**config.mk**
```make
export PLATFORM = sky130hd
export DESIGN_NAME = spd_decoder
export DESIGN_NICKNAME = d
export VERILOG_FILES = /design/src/common/spd_pkg.sv /design/src/common/spd_tx_if.sv /design/src/hw/spd_decoder.sv /design/src/hw/spd_tx_pacer.sv
export VERILOG_INCLUDE_DIRS = /design/src /design/src/common
export SDC_FILE = /design/constraint.sdc
export NUM_CORES = 1
export LEC_CHECK = 0
export BUFFER_PORTS_ARGS = -buffer_cell sky130_fd_sc_hd__buf_4
export CORE_UTILIZATION = 38
export DETAILED_ROUTE_END_ITERATION = 10
export HOLD_SLACK_MARGIN = 0.05
export PLACE_DENSITY = 0.57
export RECOVER_POWER = 100
export SLEW_MARGIN = 20
export SYNTH_ARGS = -nofsm -noshare
export SYNTH_HDL_FRONTEND = slang
export SYNTH_HIERARCHICAL = 1
export SYNTH_SLANG_ARGS = --single-unit
```
**constraint.sdc**
```tcl
create_clock -name clock_i -period 5.8 [get_ports clock_i]
set_input_delay 0.29 -clock clock_i [delete_from_list [all_inputs] [get_ports clock_i]]
set_output_delay 0.29 -clock clock_i [all_outputs]
set_load 0.01 [all_outputs]
```
**src/common/spd_map.svh**
```systemverilog
// Command codes, ranges, defaults and timing constants of the serial command decoder
`ifndef SPD_MAP_SVH
`define SPD_MAP_SVH

`define SPD_CMD_LEAD      8'hFE
`define SPD_ACK_BYTE      8'h55
`define SPD_OP_SETUP      8'h00
`define SPD_OP_PUT_A      8'h01
`define SPD_OP_PUT_B      8'h02
`define SPD_OP_PUT_C      8'h03
`define SPD_OP_SET_BIT    8'h04
`define SPD_OP_GET_BIT    8'h05
`define SPD_SUB_TEST      8'h00
`define SPD_SUB_DEFAULT   8'h01
`define SPD_SUB_GET_CFG   8'h03
`define SPD_SETBIT_LIM3   8'h30
`define SPD_SETBIT_LIM2   8'h20
`define SPD_GETBIT_LIM3   8'h18
`define SPD_GETBIT_LIM2   8'h10

`define SPD_GRP_A_CLR     3'h0
`define SPD_GRP_A_SET     3'h1
`define SPD_GRP_B_CLR     3'h2
`define SPD_GRP_B_SET     3'h3
`define SPD_GRP_C_CLR     3'h4
`define SPD_GRP_C_SET     3'h5

`define SPD_DEF_DEV_NUM   8'h00
`define SPD_DEF_DELAY     8'h96
`define SPD_DEF_HIDDEN    8'h58
`define SPD_DEF_KEYS      128'h4423_302A_4339_3837_4236_3534_4133_3231

`define SPD_SEL_DEV       5'h00
`define SPD_SEL_DELAY     5'h01
`define SPD_SEL_HIDDEN    5'h02
`define SPD_SEL_KEY0      5'h03

`define SPD_IDX_LEAD      5'h00
`define SPD_IDX_DEV       5'h01
`define SPD_IDX_DELAY     5'h02
`define SPD_IDX_KEY0      5'h03
`define SPD_IDX_HIDDEN    5'h13
`define SPD_IDX_LAST      5'h14

`define SPD_CLK_PERIOD_NS 40
`define SPD_DELAY_UNIT_NS 1000
`define SPD_DELAY_UNIT_CYC ((`SPD_DELAY_UNIT_NS + `SPD_CLK_PERIOD_NS - 1) / `SPD_CLK_PERIOD_NS)

`endif

```
**src/common/spd_pkg.sv**
```systemverilog
// Types of the serial command decoder
package spd_pkg;

  typedef enum logic [3:0] {
    SPD_IDLE  = 4'b0001,
    SPD_OPC   = 4'b0010,
    SPD_PARM  = 4'b0100,
    SPD_REPLY = 4'b1000
  } spd_state_t;

  typedef enum logic [2:0] {
    SPD_RK_ACK = 3'b001,
    SPD_RK_BIT = 3'b010,
    SPD_RK_SET = 3'b100
  } spd_reply_t;

  typedef enum logic [2:0] {
    SPD_PC_IDLE = 3'b001,
    SPD_PC_SEND = 3'b010,
    SPD_PC_GAP  = 3'b100
  } spd_pace_t;

  typedef struct packed {
    spd_state_t       state;
    logic [7:0]       opcode;
    spd_reply_t       kind;
    logic [4:0]       idx;
    logic             bit_val;
    logic [7:0]       a_out;
    logic [7:0]       a_oe;
    logic [7:0]       b_out;
    logic [7:0]       b_oe;
    logic [7:0]       c_out;
    logic [7:0]       dev_num;
    logic [7:0]       delay_nv;
    logic [7:0]       hidden;
    logic [15:0][7:0] keys;
    logic [7:0]       delay_act;
  } spd_dec_st_t;

  typedef struct packed {
    spd_pace_t   state;
    logic [7:0]  data;
    logic [23:0] cnt;
  } spd_pace_st_t;

endpackage

```
**src/common/spd_tx_if.sv**
```systemverilog
// Reply byte hand-off between the decoder and the transmit pacer
`timescale 1ns/1ns
interface spd_tx_if;
  logic       valid;
  logic       ready;
  logic [7:0] data;
  logic [7:0] delay;

  modport dec   (output valid, output data, output delay, input ready);
  modport pacer (input valid, input data, input delay, output ready);
endinterface

```
**src/hw/spd_decoder.sv**
```systemverilog
// Serial command decoder: port writes, bit set and read, setup and settings replies
// Function
// Every command starts with byte 254; following bytes are opcode and parameters.
// Setup 0 then 0 answers with the single byte 85.
// Stored character delay spaces transmitted reply bytes; factory value is 150.
// Setup 0 then 1 restores stored defaults, replies 85, applies after power-up.
// Byte 85 is sent during configuration exchange to keep both sides in step.
// Configuration values always move one after another in a fixed order.
// Setup 0 then 3 replies 254 first, then the stored configuration.
// Settings reply: device number, then delay, then keypad codes.
// A character delay of zero sends reply bytes back to back.
// A hidden substitute character is stored to mask keypad entries on display.
// Host keeps only one controller on the line while programming settings.
// Opcode 1 makes all first-port lines outputs driving the parameter byte.
// Opcode 2 makes all second-port lines outputs driving the parameter byte.
// Opcode 3 drives the output-only third port, eight-relay variant only.
// Each port line follows the matching bit of the written byte.
// Opcode 4 values 0-7 clear, 8-15 set first-port bits.
// Opcode 4 values 16-23 clear, 24-31 set second-port bits.
// Opcode 4 values 32-39 clear, 40-47 set third-port bits, eight-relay only.
// Opcode 5 with 0-23 answers one byte, 0 or 1, the bit state.
// Opcode 5 values 0-15 turn the chosen first/second-port line into input, read it.
// Opcode 5 values 16-23 report the driven third-port bit, no direction change.
// Out-of-range opcodes, parameters, and absent third-port commands are ignored silently.
// Replies start only after the whole command has been received.
`timescale 1ns/1ns
`include "spd_map.svh"
module spd_decoder #(
  parameter bit EIGHT_RELAY = 1'b1,
  parameter int UNIT_CYC    = `SPD_DELAY_UNIT_CYC
) (
  // Clock and reset
  input  wire logic       clock_i,
  input  wire logic       sys_rst_i,
  // Received command bytes
  input  wire logic [7:0] rx_data_i,
  input  wire logic       rx_valid_i,
  // Reply bytes
  output logic [7:0]      tx_data_o,
  output logic            tx_valid_o,
  input  wire logic       tx_ready_i,
  // First and second port pins
  input  wire logic [7:0] port_a_i,
  output logic [7:0]      port_a_o,
  output logic [7:0]      port_a_oe_o,
  input  wire logic [7:0] port_b_i,
  output logic [7:0]      port_b_o,
  output logic [7:0]      port_b_oe_o,
  // Third port, output only
  output logic [7:0]      port_c_o,
  // Stored configuration access and reply busy flag
  input  wire logic       cfg_wr_i,
  input  wire logic [4:0] cfg_sel_i,
  input  wire logic [7:0] cfg_data_i,
  input  wire logic       cfg_apply_i,
  output logic [7:0]      hidden_char_o,
  output logic [7:0]      dev_num_o,
  output logic            busy_o
);

  spd_pkg::spd_dec_st_t st_r;
  spd_pkg::spd_dec_st_t st_nxt;
  spd_tx_if tx ();

  // fixed order of the settings reply
  function automatic logic [7:0] reply_byte(input spd_pkg::spd_dec_st_t s);
    logic [4:0] k;
    k = s.idx - `SPD_IDX_KEY0;
    case (s.kind)
      spd_pkg::SPD_RK_ACK: reply_byte = `SPD_ACK_BYTE;
      spd_pkg::SPD_RK_BIT: reply_byte = {7'h00, s.bit_val};
      spd_pkg::SPD_RK_SET: begin
        // lead byte, R8 device number then delay then keys
        if (s.idx == `SPD_IDX_LEAD) begin
          reply_byte = `SPD_CMD_LEAD;
        end else if (s.idx == `SPD_IDX_DEV) begin
          reply_byte = s.dev_num;
        end else if (s.idx == `SPD_IDX_DELAY) begin
          reply_byte = s.delay_nv;
        end else if (s.idx < `SPD_IDX_HIDDEN) begin
          reply_byte = s.keys[k[3:0]];
        end else if (s.idx == `SPD_IDX_HIDDEN) begin
          reply_byte = s.hidden;
        end else begin
          // closing sync byte
          reply_byte = `SPD_ACK_BYTE;
        end
      end
      default: reply_byte = 8'h00;
    endcase
  endfunction

  function automatic logic reply_done(input spd_pkg::spd_dec_st_t s);
    if (s.kind == spd_pkg::SPD_RK_SET) begin
      reply_done = (s.idx == `SPD_IDX_LAST);
    end else begin
      reply_done = 1'b1;
    end
  endfunction

  assign tx.valid      = (st_r.state == spd_pkg::SPD_REPLY);
  assign tx.data       = reply_byte(st_r);
  assign tx.delay      = st_r.delay_act;
  assign port_a_o      = st_r.a_out;
  assign port_a_oe_o   = st_r.a_oe;
  assign port_b_o      = st_r.b_out;
  assign port_b_oe_o   = st_r.b_oe;
  assign port_c_o      = st_r.c_out;
  assign hidden_char_o = st_r.hidden;
  assign dev_num_o     = st_r.dev_num;
  assign busy_o        = (st_r.state == spd_pkg::SPD_REPLY);

  always_comb begin
    logic [2:0] grp;
    logic [2:0] bi;
    logic [4:0] ki;
    grp    = rx_data_i[5:3];
    bi     = rx_data_i[2:0];
    ki     = cfg_sel_i - `SPD_SEL_KEY0;
    st_nxt = st_r;
    // stored substitute character and other settings
    if (cfg_wr_i) begin
      if (cfg_sel_i == `SPD_SEL_DEV) begin
        st_nxt.dev_num = cfg_data_i;
      end else if (cfg_sel_i == `SPD_SEL_DELAY) begin
        st_nxt.delay_nv = cfg_data_i;
      end else if (cfg_sel_i == `SPD_SEL_HIDDEN) begin
        st_nxt.hidden = cfg_data_i;
      end else if (ki < 5'h10) begin
        st_nxt.keys[ki[3:0]] = cfg_data_i;
      end
    end
    if (cfg_apply_i) begin
      st_nxt.delay_act = st_r.delay_nv;
    end
    case (st_r.state)
      spd_pkg::SPD_IDLE: begin
        // wait for the command lead byte
        if (rx_valid_i && rx_data_i == `SPD_CMD_LEAD) begin
          st_nxt.state = spd_pkg::SPD_OPC;
        end
      end
      spd_pkg::SPD_OPC: begin
        if (rx_valid_i) begin
          st_nxt.opcode = rx_data_i;
          // unknown opcode drops the command
          if (rx_data_i <= `SPD_OP_GET_BIT) begin
            st_nxt.state = spd_pkg::SPD_PARM;
          end else begin
            st_nxt.state = spd_pkg::SPD_IDLE;
          end
        end
      end
      spd_pkg::SPD_PARM: begin
        if (rx_valid_i) begin
          st_nxt.state = spd_pkg::SPD_IDLE;
          st_nxt.idx   = 5'h00;
          case (st_r.opcode)
            `SPD_OP_SETUP: begin
              // link test
              if (rx_data_i == `SPD_SUB_TEST) begin
                st_nxt.kind  = spd_pkg::SPD_RK_ACK;
                st_nxt.state = spd_pkg::SPD_REPLY;
              // factory defaults into the stored set
              end else if (rx_data_i == `SPD_SUB_DEFAULT) begin
                st_nxt.dev_num  = `SPD_DEF_DEV_NUM;
                st_nxt.delay_nv = `SPD_DEF_DELAY;
                st_nxt.hidden   = `SPD_DEF_HIDDEN;
                st_nxt.keys     = `SPD_DEF_KEYS;
                st_nxt.kind     = spd_pkg::SPD_RK_ACK;
                st_nxt.state    = spd_pkg::SPD_REPLY;
              // settings report
              end else if (rx_data_i == `SPD_SUB_GET_CFG) begin
                st_nxt.kind  = spd_pkg::SPD_RK_SET;
                st_nxt.state = spd_pkg::SPD_REPLY;
              end
            end
            // whole first port
            `SPD_OP_PUT_A: begin
              st_nxt.a_out = rx_data_i;
              st_nxt.a_oe  = 8'hFF;
            end
            // whole second port
            `SPD_OP_PUT_B: begin
              st_nxt.b_out = rx_data_i;
              st_nxt.b_oe  = 8'hFF;
            end
            // third port only when fitted
            `SPD_OP_PUT_C: begin
              if (EIGHT_RELAY) begin
                st_nxt.c_out = rx_data_i;
              end
            end
            `SPD_OP_SET_BIT: begin
              // range check depends on variant
              if (rx_data_i < (EIGHT_RELAY ? `SPD_SETBIT_LIM3 : `SPD_SETBIT_LIM2)) begin
                case (grp)
                  // first port bits
                  `SPD_GRP_A_CLR, `SPD_GRP_A_SET: begin
                    st_nxt.a_out[bi] = grp[0];
                    st_nxt.a_oe[bi]  = 1'b1;
                  end
                  // second port bits
                  `SPD_GRP_B_CLR, `SPD_GRP_B_SET: begin
                    st_nxt.b_out[bi] = grp[0];
                    st_nxt.b_oe[bi]  = 1'b1;
                  end
                  // third port bits
                  `SPD_GRP_C_CLR, `SPD_GRP_C_SET: st_nxt.c_out[bi] = grp[0];
                  default: st_nxt.c_out = st_r.c_out;
                endcase
              end
            end
            `SPD_OP_GET_BIT: begin
              // one-byte bit status, R23 after the parameter
              if (rx_data_i < (EIGHT_RELAY ? `SPD_GETBIT_LIM3 : `SPD_GETBIT_LIM2)) begin
                st_nxt.kind  = spd_pkg::SPD_RK_BIT;
                st_nxt.state = spd_pkg::SPD_REPLY;
                // line becomes input and is read
                if (grp == 3'h0) begin
                  st_nxt.a_oe[bi] = 1'b0;
                  st_nxt.bit_val  = port_a_i[bi];
                end else if (grp == 3'h1) begin
                  st_nxt.b_oe[bi] = 1'b0;
                  st_nxt.bit_val  = port_b_i[bi];
                end else begin
                  // driven state, direction kept
                  st_nxt.bit_val = st_r.c_out[bi];
                end
              end
            end
            default: st_nxt.state = spd_pkg::SPD_IDLE;
          endcase
        end
      end
      spd_pkg::SPD_REPLY: begin
        // one byte at a time as the pacer frees up
        if (tx.ready) begin
          if (reply_done(st_r)) begin
            st_nxt.state = spd_pkg::SPD_IDLE;
          end else begin
            st_nxt.idx = st_r.idx + 5'h01;
          end
        end
      end
      default: st_nxt.state = spd_pkg::SPD_IDLE;
    endcase
  end

  always_ff @(posedge clock_i or posedge sys_rst_i) begin
    if (sys_rst_i) begin
      st_r <= '{state: spd_pkg::SPD_IDLE, opcode: 8'h00, kind: spd_pkg::SPD_RK_ACK,
                idx: 5'h00, bit_val: 1'b0, a_out: 8'h00, a_oe: 8'h00, b_out: 8'h00,
                b_oe: 8'h00, c_out: 8'h00, dev_num: `SPD_DEF_DEV_NUM,
                delay_nv: `SPD_DEF_DELAY, hidden: `SPD_DEF_HIDDEN, keys: `SPD_DEF_KEYS,
                delay_act: `SPD_DEF_DELAY};
    end else begin
      st_r <= st_nxt;
    end
  end

  spd_tx_pacer #(
    .UNIT_CYC (UNIT_CYC)
  ) u_pacer (
    .clock_i    (clock_i),
    .sys_rst_i  (sys_rst_i),
    .tx         (tx),
    .tx_data_o  (tx_data_o),
    .tx_valid_o (tx_valid_o),
    .tx_ready_i (tx_ready_i)
  );

  // Parameter byte of a given opcode seen this cycle
  function automatic logic parm_of(input spd_pkg::spd_dec_st_t s, input logic [7:0] op,
                                   input logic v);
    parm_of = v && s.state == spd_pkg::SPD_PARM && s.opcode == op;
  endfunction

  a_lead_needed: assert property (@(posedge clock_i) disable iff (sys_rst_i)
    (st_r.state == spd_pkg::SPD_IDLE && rx_valid_i && rx_data_i != `SPD_CMD_LEAD)
    |=> st_r.state == spd_pkg::SPD_IDLE)
    else $error("command mode entered without lead byte");
  a_test_ack: assert property (@(posedge clock_i) disable iff (sys_rst_i)
    (parm_of(st_r, `SPD_OP_SETUP, rx_valid_i) && rx_data_i == `SPD_SUB_TEST)
    |=> tx.valid && tx.data == `SPD_ACK_BYTE && st_r.kind == spd_pkg::SPD_RK_ACK)
    else $error("link test reply wrong");
  a_restore_def: assert property (@(posedge clock_i) disable iff (sys_rst_i)
    (parm_of(st_r, `SPD_OP_SETUP, rx_valid_i) && rx_data_i == `SPD_SUB_DEFAULT
     && !cfg_wr_i && !cfg_apply_i)
    |=> st_r.delay_nv == `SPD_DEF_DELAY && st_r.hidden == `SPD_DEF_HIDDEN
        && $stable(st_r.delay_act) && tx.data == `SPD_ACK_BYTE)
    else $error("defaults not restored or applied too early");
  a_settings_lead: assert property (@(posedge clock_i) disable iff (sys_rst_i)
    (parm_of(st_r, `SPD_OP_SETUP, rx_valid_i) && rx_data_i == `SPD_SUB_GET_CFG)
    |=> tx.valid && tx.data == `SPD_CMD_LEAD)
    else $error("settings reply does not open with lead byte");
  a_settings_order: assert property (@(posedge clock_i) disable iff (sys_rst_i)
    (tx.valid && tx.ready && st_r.kind == spd_pkg::SPD_RK_SET && st_r.idx <= `SPD_IDX_DEV)
    |=> tx.data == (($past(st_r.idx) == `SPD_IDX_LEAD) ? st_r.dev_num : st_r.delay_nv))
    else $error("settings reply order wrong");
  a_port_a_byte: assert property (@(posedge clock_i) disable iff (sys_rst_i)
    parm_of(st_r, `SPD_OP_PUT_A, rx_valid_i)
    |=> port_a_o == $past(rx_data_i) && port_a_oe_o == 8'hFF)
    else $error("first port byte write wrong");
  a_port_c_absent: assert property (@(posedge clock_i) disable iff (sys_rst_i)
    !EIGHT_RELAY |-> port_c_o == 8'h00)
    else $error("third port moved on sixteen-relay variant");
  a_bit_set_a: assert property (@(posedge clock_i) disable iff (sys_rst_i)
    (parm_of(st_r, `SPD_OP_SET_BIT, rx_valid_i) && rx_data_i[7:3] == 5'h01)
    |=> port_a_o[$past(rx_data_i[2:0])] && port_a_oe_o[$past(rx_data_i[2:0])])
    else $error("first port bit not set");
  a_bit_range: assert property (@(posedge clock_i) disable iff (sys_rst_i)
    (parm_of(st_r, `SPD_OP_SET_BIT, rx_valid_i) && rx_data_i >= `SPD_SETBIT_LIM3)
    |=> $stable(port_a_o) && $stable(port_b_o) && $stable(port_c_o))
    else $error("out-of-range bit command changed a port");
  a_read_input: assert property (@(posedge clock_i) disable iff (sys_rst_i)
    (parm_of(st_r, `SPD_OP_GET_BIT, rx_valid_i) && rx_data_i[7:3] == 5'h01)
    |=> !port_b_oe_o[$past(rx_data_i[2:0])]
        && tx.data == {7'h00, $past(port_b_i[rx_data_i[2:0]])})
    else $error("second port bit read wrong");
  a_reply_late: assert property (@(posedge clock_i) disable iff (sys_rst_i)
    $rose(tx.valid) |-> $past(st_r.state) == spd_pkg::SPD_PARM)
    else $error("reply started before command complete");

  c_test_cmd: cover property (@(posedge clock_i) disable iff (sys_rst_i)
    tx_valid_o && tx_ready_i && tx_data_o == `SPD_ACK_BYTE);
  c_settings: cover property (@(posedge clock_i) disable iff (sys_rst_i)
    st_r.kind == spd_pkg::SPD_RK_SET && st_r.idx == `SPD_IDX_LAST && tx.ready);
  c_bit_read: cover property (@(posedge clock_i) disable iff (sys_rst_i)
    parm_of(st_r, `SPD_OP_GET_BIT, rx_valid_i));

endmodule

```
**src/hw/spd_tx_pacer.sv**
```systemverilog
// Transmit pacer: holds each reply byte and inserts the character delay after it
`timescale 1ns/1ns
`include "spd_map.svh"
module spd_tx_pacer #(
  parameter int UNIT_CYC = `SPD_DELAY_UNIT_CYC
) (
  // Clock and reset
  input  wire logic clock_i,
  input  wire logic sys_rst_i,
  // Decoder side
  spd_tx_if.pacer   tx,
  // Serial transmitter side
  output logic [7:0] tx_data_o,
  output logic       tx_valid_o,
  input  wire logic  tx_ready_i
);

  spd_pkg::spd_pace_st_t st_r;
  spd_pkg::spd_pace_st_t st_nxt;

  assign tx.ready   = (st_r.state == spd_pkg::SPD_PC_IDLE);
  assign tx_data_o  = st_r.data;
  assign tx_valid_o = (st_r.state == spd_pkg::SPD_PC_SEND);

  always_comb begin
    st_nxt = st_r;
    case (st_r.state)
      spd_pkg::SPD_PC_IDLE: begin
        if (tx.valid) begin
          st_nxt.data  = tx.data;
          st_nxt.state = spd_pkg::SPD_PC_SEND;
        end
      end
      spd_pkg::SPD_PC_SEND: begin
        // gap after each byte
        if (tx_ready_i) begin
          st_nxt.cnt = 24'(tx.delay * UNIT_CYC);
          // zero delay skips the gap
          if (tx.delay == 8'h00) begin
            st_nxt.state = spd_pkg::SPD_PC_IDLE;
          end else begin
            st_nxt.state = spd_pkg::SPD_PC_GAP;
          end
        end
      end
      spd_pkg::SPD_PC_GAP: begin
        if (st_r.cnt <= 24'h00_0001) begin
          st_nxt.state = spd_pkg::SPD_PC_IDLE;
        end else begin
          st_nxt.cnt = st_r.cnt - 24'h00_0001;
        end
      end
      default: st_nxt.state = spd_pkg::SPD_PC_IDLE;
    endcase
  end

  always_ff @(posedge clock_i or posedge sys_rst_i) begin
    if (sys_rst_i) begin
      st_r <= '{state: spd_pkg::SPD_PC_IDLE, data: 8'h00, cnt: 24'h00_0000};
    end else begin
      st_r <= st_nxt;
    end
  end

  a_gap_silent: assert property (@(posedge clock_i) disable iff (sys_rst_i)
    (st_r.state == spd_pkg::SPD_PC_GAP) |-> !tx_valid_o && !tx.ready)
    else $error("pacer offered a byte during the gap");
  a_zero_delay: assert property (@(posedge clock_i) disable iff (sys_rst_i)
    (tx_valid_o && tx_ready_i && tx.delay == 8'h00) |=> tx.ready)
    else $error("zero delay did not free the pacer at once");
  a_byte_held: assert property (@(posedge clock_i) disable iff (sys_rst_i)
    (tx_valid_o && !tx_ready_i) |=> tx_valid_o && $stable(tx_data_o))
    else $error("reply byte dropped before acceptance");

endmodule

```
==> impl_metrics.py <==
metrics = {
    "timing": {
        "timing.slew.headroom_pct": -71.92,
        "fin_skew_ns": 0.01303,
        "drv_slew": 154,
        "finalSetupViolations": 0,
        "hold_slack_ns": 0.09269,
        "rsz0062_at_grt": "no",
        "tightestPinTransition_ns": 2.579,
        "finalHoldViolCount": 0,
        "fin_setup_tns_ns": 0,
        "max_freq_mhz": 232.6,
        "min_period_ns": 4.300,
        "finalCritPeriodShare_pct": 74.13,
    },
    "global_routing": {
        "grt.overflow.total": 0,
        "grt_start_max_net_pins": 131,
        "grt_pass1_vias": 11323,
        "grt_pass1_wl_mm": 66.02,
        "grt_antenna_before_repair": 1,
        "gr-usage-all-layers_pct": 21.39,
    },
    "hold_path": {
        "hold_end": "st_r[213]",
        "worstHoldPathCells": 2,
        "hold_start": "rx_data_i[4]",
        "min_path_type": "primary input to flop",
    },
    "yosys": {
        "yosysSeqAreaShare_pct": 43.88,
        "synth_edf_count": 0,
        "ys_ff_latch": 256,
        "yosysWarningCount": 6,
        "synthCells": 1500,
        "ys_types": 74,
        "postSynthAreaPerCell_um2": 9.854,
        "yosys-top-cells-area": "dfrtp_1, dfstp_2, mux2i_1",
        "synth_area_um2": 14780,
        "ys_async_sr_fraction_pct": 100.0,
        "synth_area_leader_cell": "dfrtp_1",
        "syn-num-nets": 1584,
        "synthFlopType": "dfrtp_1",
        "synth_top_area_share_pct": 32.51,
    },
    "routing": {
        "drt-initial-drc-count": 991,
        "wl_mm": 42.20,
        "drc": 0,
        "via_per_inst": 5.750,
        "num_vias": 11683,
        "ant_nets": 0,
        "dr.pass1.iters": 7,
        "wire_per_inst_um": 20.77,
    },
    "die": {
        "io_pins": 109,
        "die_w_um": 199.2,
        "design.core.area_um2": 37930,
        "row_count": 71,
        "dieArea_um2": 39690,
        "initial_utilization_pct": 38.96,
        "die_h_um": 199.2,
    },
    "cells_and_area": {
        "layout.cells.most_common": "dfrtp_1",
        "syn2layout_area_growth_pct": 9.050,
        "drive_gt1_share_pct": 16.57,
        "final_cell_mix": "dfrtp_1, nand2_1, a21oi_1",
        "layout.nets": 1581,
        "antenna_cells": 0,
    },
    "cts": {
        "holdBufCountCts": 5,
        "clock_latency_ns": 0.57,
        "cts_sinks": 256,
        "htree_levels": 1,
        "cts_buffers": 30,
        "cts_setup_buffers": 0,
        "post_cts_resized": 0,
        "cts_root_buffer": "clkbuf_16",
        "cts_buffer_depth": 3,
        "clkTransAtPathRegs_ns": 0.06,
        "cts_tree": "done",
    },
    "setup_path": {
        "critPathLaunchType": "flop",
        "rr_worst_depth": 7,
        "r2r_start": "st_r[212]",
        "crit_required_ns": 6.25,
        "r2r_setup_slack_ns": 1.50,
        "crit_path_max_fanout": 49,
        "critPathKind": "flop to flop",
        "crit_arrival_ns": 4.75,
        "worstReg2RegEnd": "st_r[135]",
        "crit_path_end_kind": "flop",
    },
    "placement": {
        "port-buffer-count": 108,
        "dp_hpwl_mm": 28.76,
        "globalplace.congestion": 0.8813,
    },
    "power_and_ir_drop": {
        "power.density_nw_per_um2": 304.3,
        "p_leak_nw": 7.288,
        "peakVddDrop_uv": 243.2,
    },
    "flow_run": {
        "drv_cap": 4,
    },
    "status": {
        "status": "finished, violations left",
        "violations": "capacitance limit, slew limit",
    },
}
==> worst max-delay path, stage by stage (launching register included) <==
cell and delay [ns]:
dfrtp_1 0.39, or4_1 0.60, or3_1 0.41, nand2b_1 0.25, nor4_4 0.23, clkbuf_1 1.85, buf_12 0.32, nor2_1 0.09
==> registers in the layout, summed over array words and instances (netlist names), named ones only <==
register,cells
u_pacer/tx_data_o,8
hidden_char_o,8
port_b_oe_o,8
st_r,157
u_pacer/st_r,27
tx.delay,8
port_a_oe_o,8
dev_num_o,8
==> report_power, final <==
group	internal, mW	leakage (nW)	switching, mW
sequential	2.08	3.18	0.178
combinational	0.389	3.66	0.477
clock	1.02	0.442	0.759
==> synthesized netlist by cell type (all sizes together) (9+ instances only) <==
cell type,n
clkbuf,71
nor4,14
nand2b,16
inv,36
or4,14
o22ai,14
nand2,190
nor2,88
dfstp,64
nand3,104
dfrtp,192
mux4,34
a31oi,16
o21ai,49
mux2i,107
ha,38
nor3,30
or3,11
nor2b,11
mux2,34
buf,96
a211oi,9
o31ai,11
a21oi,126
==> cell families after synthesis <==
| family | count (synthesis) | share of synthesized area (%) |
|---|---|---|
| DFF | 256 | 43.88 |
| muxes | 175 | 15.02 |
| AOI/OAI and AO/OA | 288 | 12.00 |
| buffers and inverters | 203 | 7.424 |
| and+or+nand+nor | 525 | 17.35 |
| adders and majority gates | 41 | 3.623 |
| xor gates and xnor gates | 12 | 0.7111 |
==> final cells by class <==
class                      count  area [um^2]
clock buffer                  50        875.8
clock inverter                 6        46.29
fill                        3766        21810
inverter                      36        136.4
multi-input combinational   1041         7173
sequential                   256         6487
tap                          511        639.4
timing repair buffer         132        759.5
==> metal layers <==
layer,up-vias,wire length (um),part of all wire [%],track usage [%]
met2,405,19650,47,33.99
met3,75,2320,5.5,2.734
met4,0,924,2.2,5.356
met5,-,0,0,0
met1,5877,19300,46,30.71
li1,5326,-,-,-
==> how the worst max path moves through the flow <==
stage / startpoint / to / slack [ns]
2_1_floorplan: st_r[201] / u_pacer/tx_data_o[5] / 2.59
3_3_place_gp: st_r[202] / u_pacer/tx_data_o[3] / 2.68
3_5_place_dp: st_r[202] / u_pacer/tx_data_o[3] / 2.52
4_1_cts: st_r[202] / u_pacer/tx_data_o[3] / 2.50
5_1_grt: st_r[212] / st_r[47] / 1.27
6_report: st_r[212] / st_r[135] / 1.50
==> per-stage QoR <==
stage | power [mW] | setup slack [ns] | area [um^2] | std cells | util, %
after floorplan | 2.865 | 2.590 | 14780 | 1500 | -
after global placement | 3.136 | 2.683 | 15440 | 1970 | 40.71
after detailed placement | 3.158 | 2.520 | 15440 | 1970 | 40.71
after CTS | 4.961 | 2.502 | 16410 | 2031 | 43.27
after global routing | 5.139 | 1.270 | 16120 | 2032 | 42.49
final | 4.904 | 1.500 | 16120 | 2032 | 42.49
(Power assumes the default switching activity.)
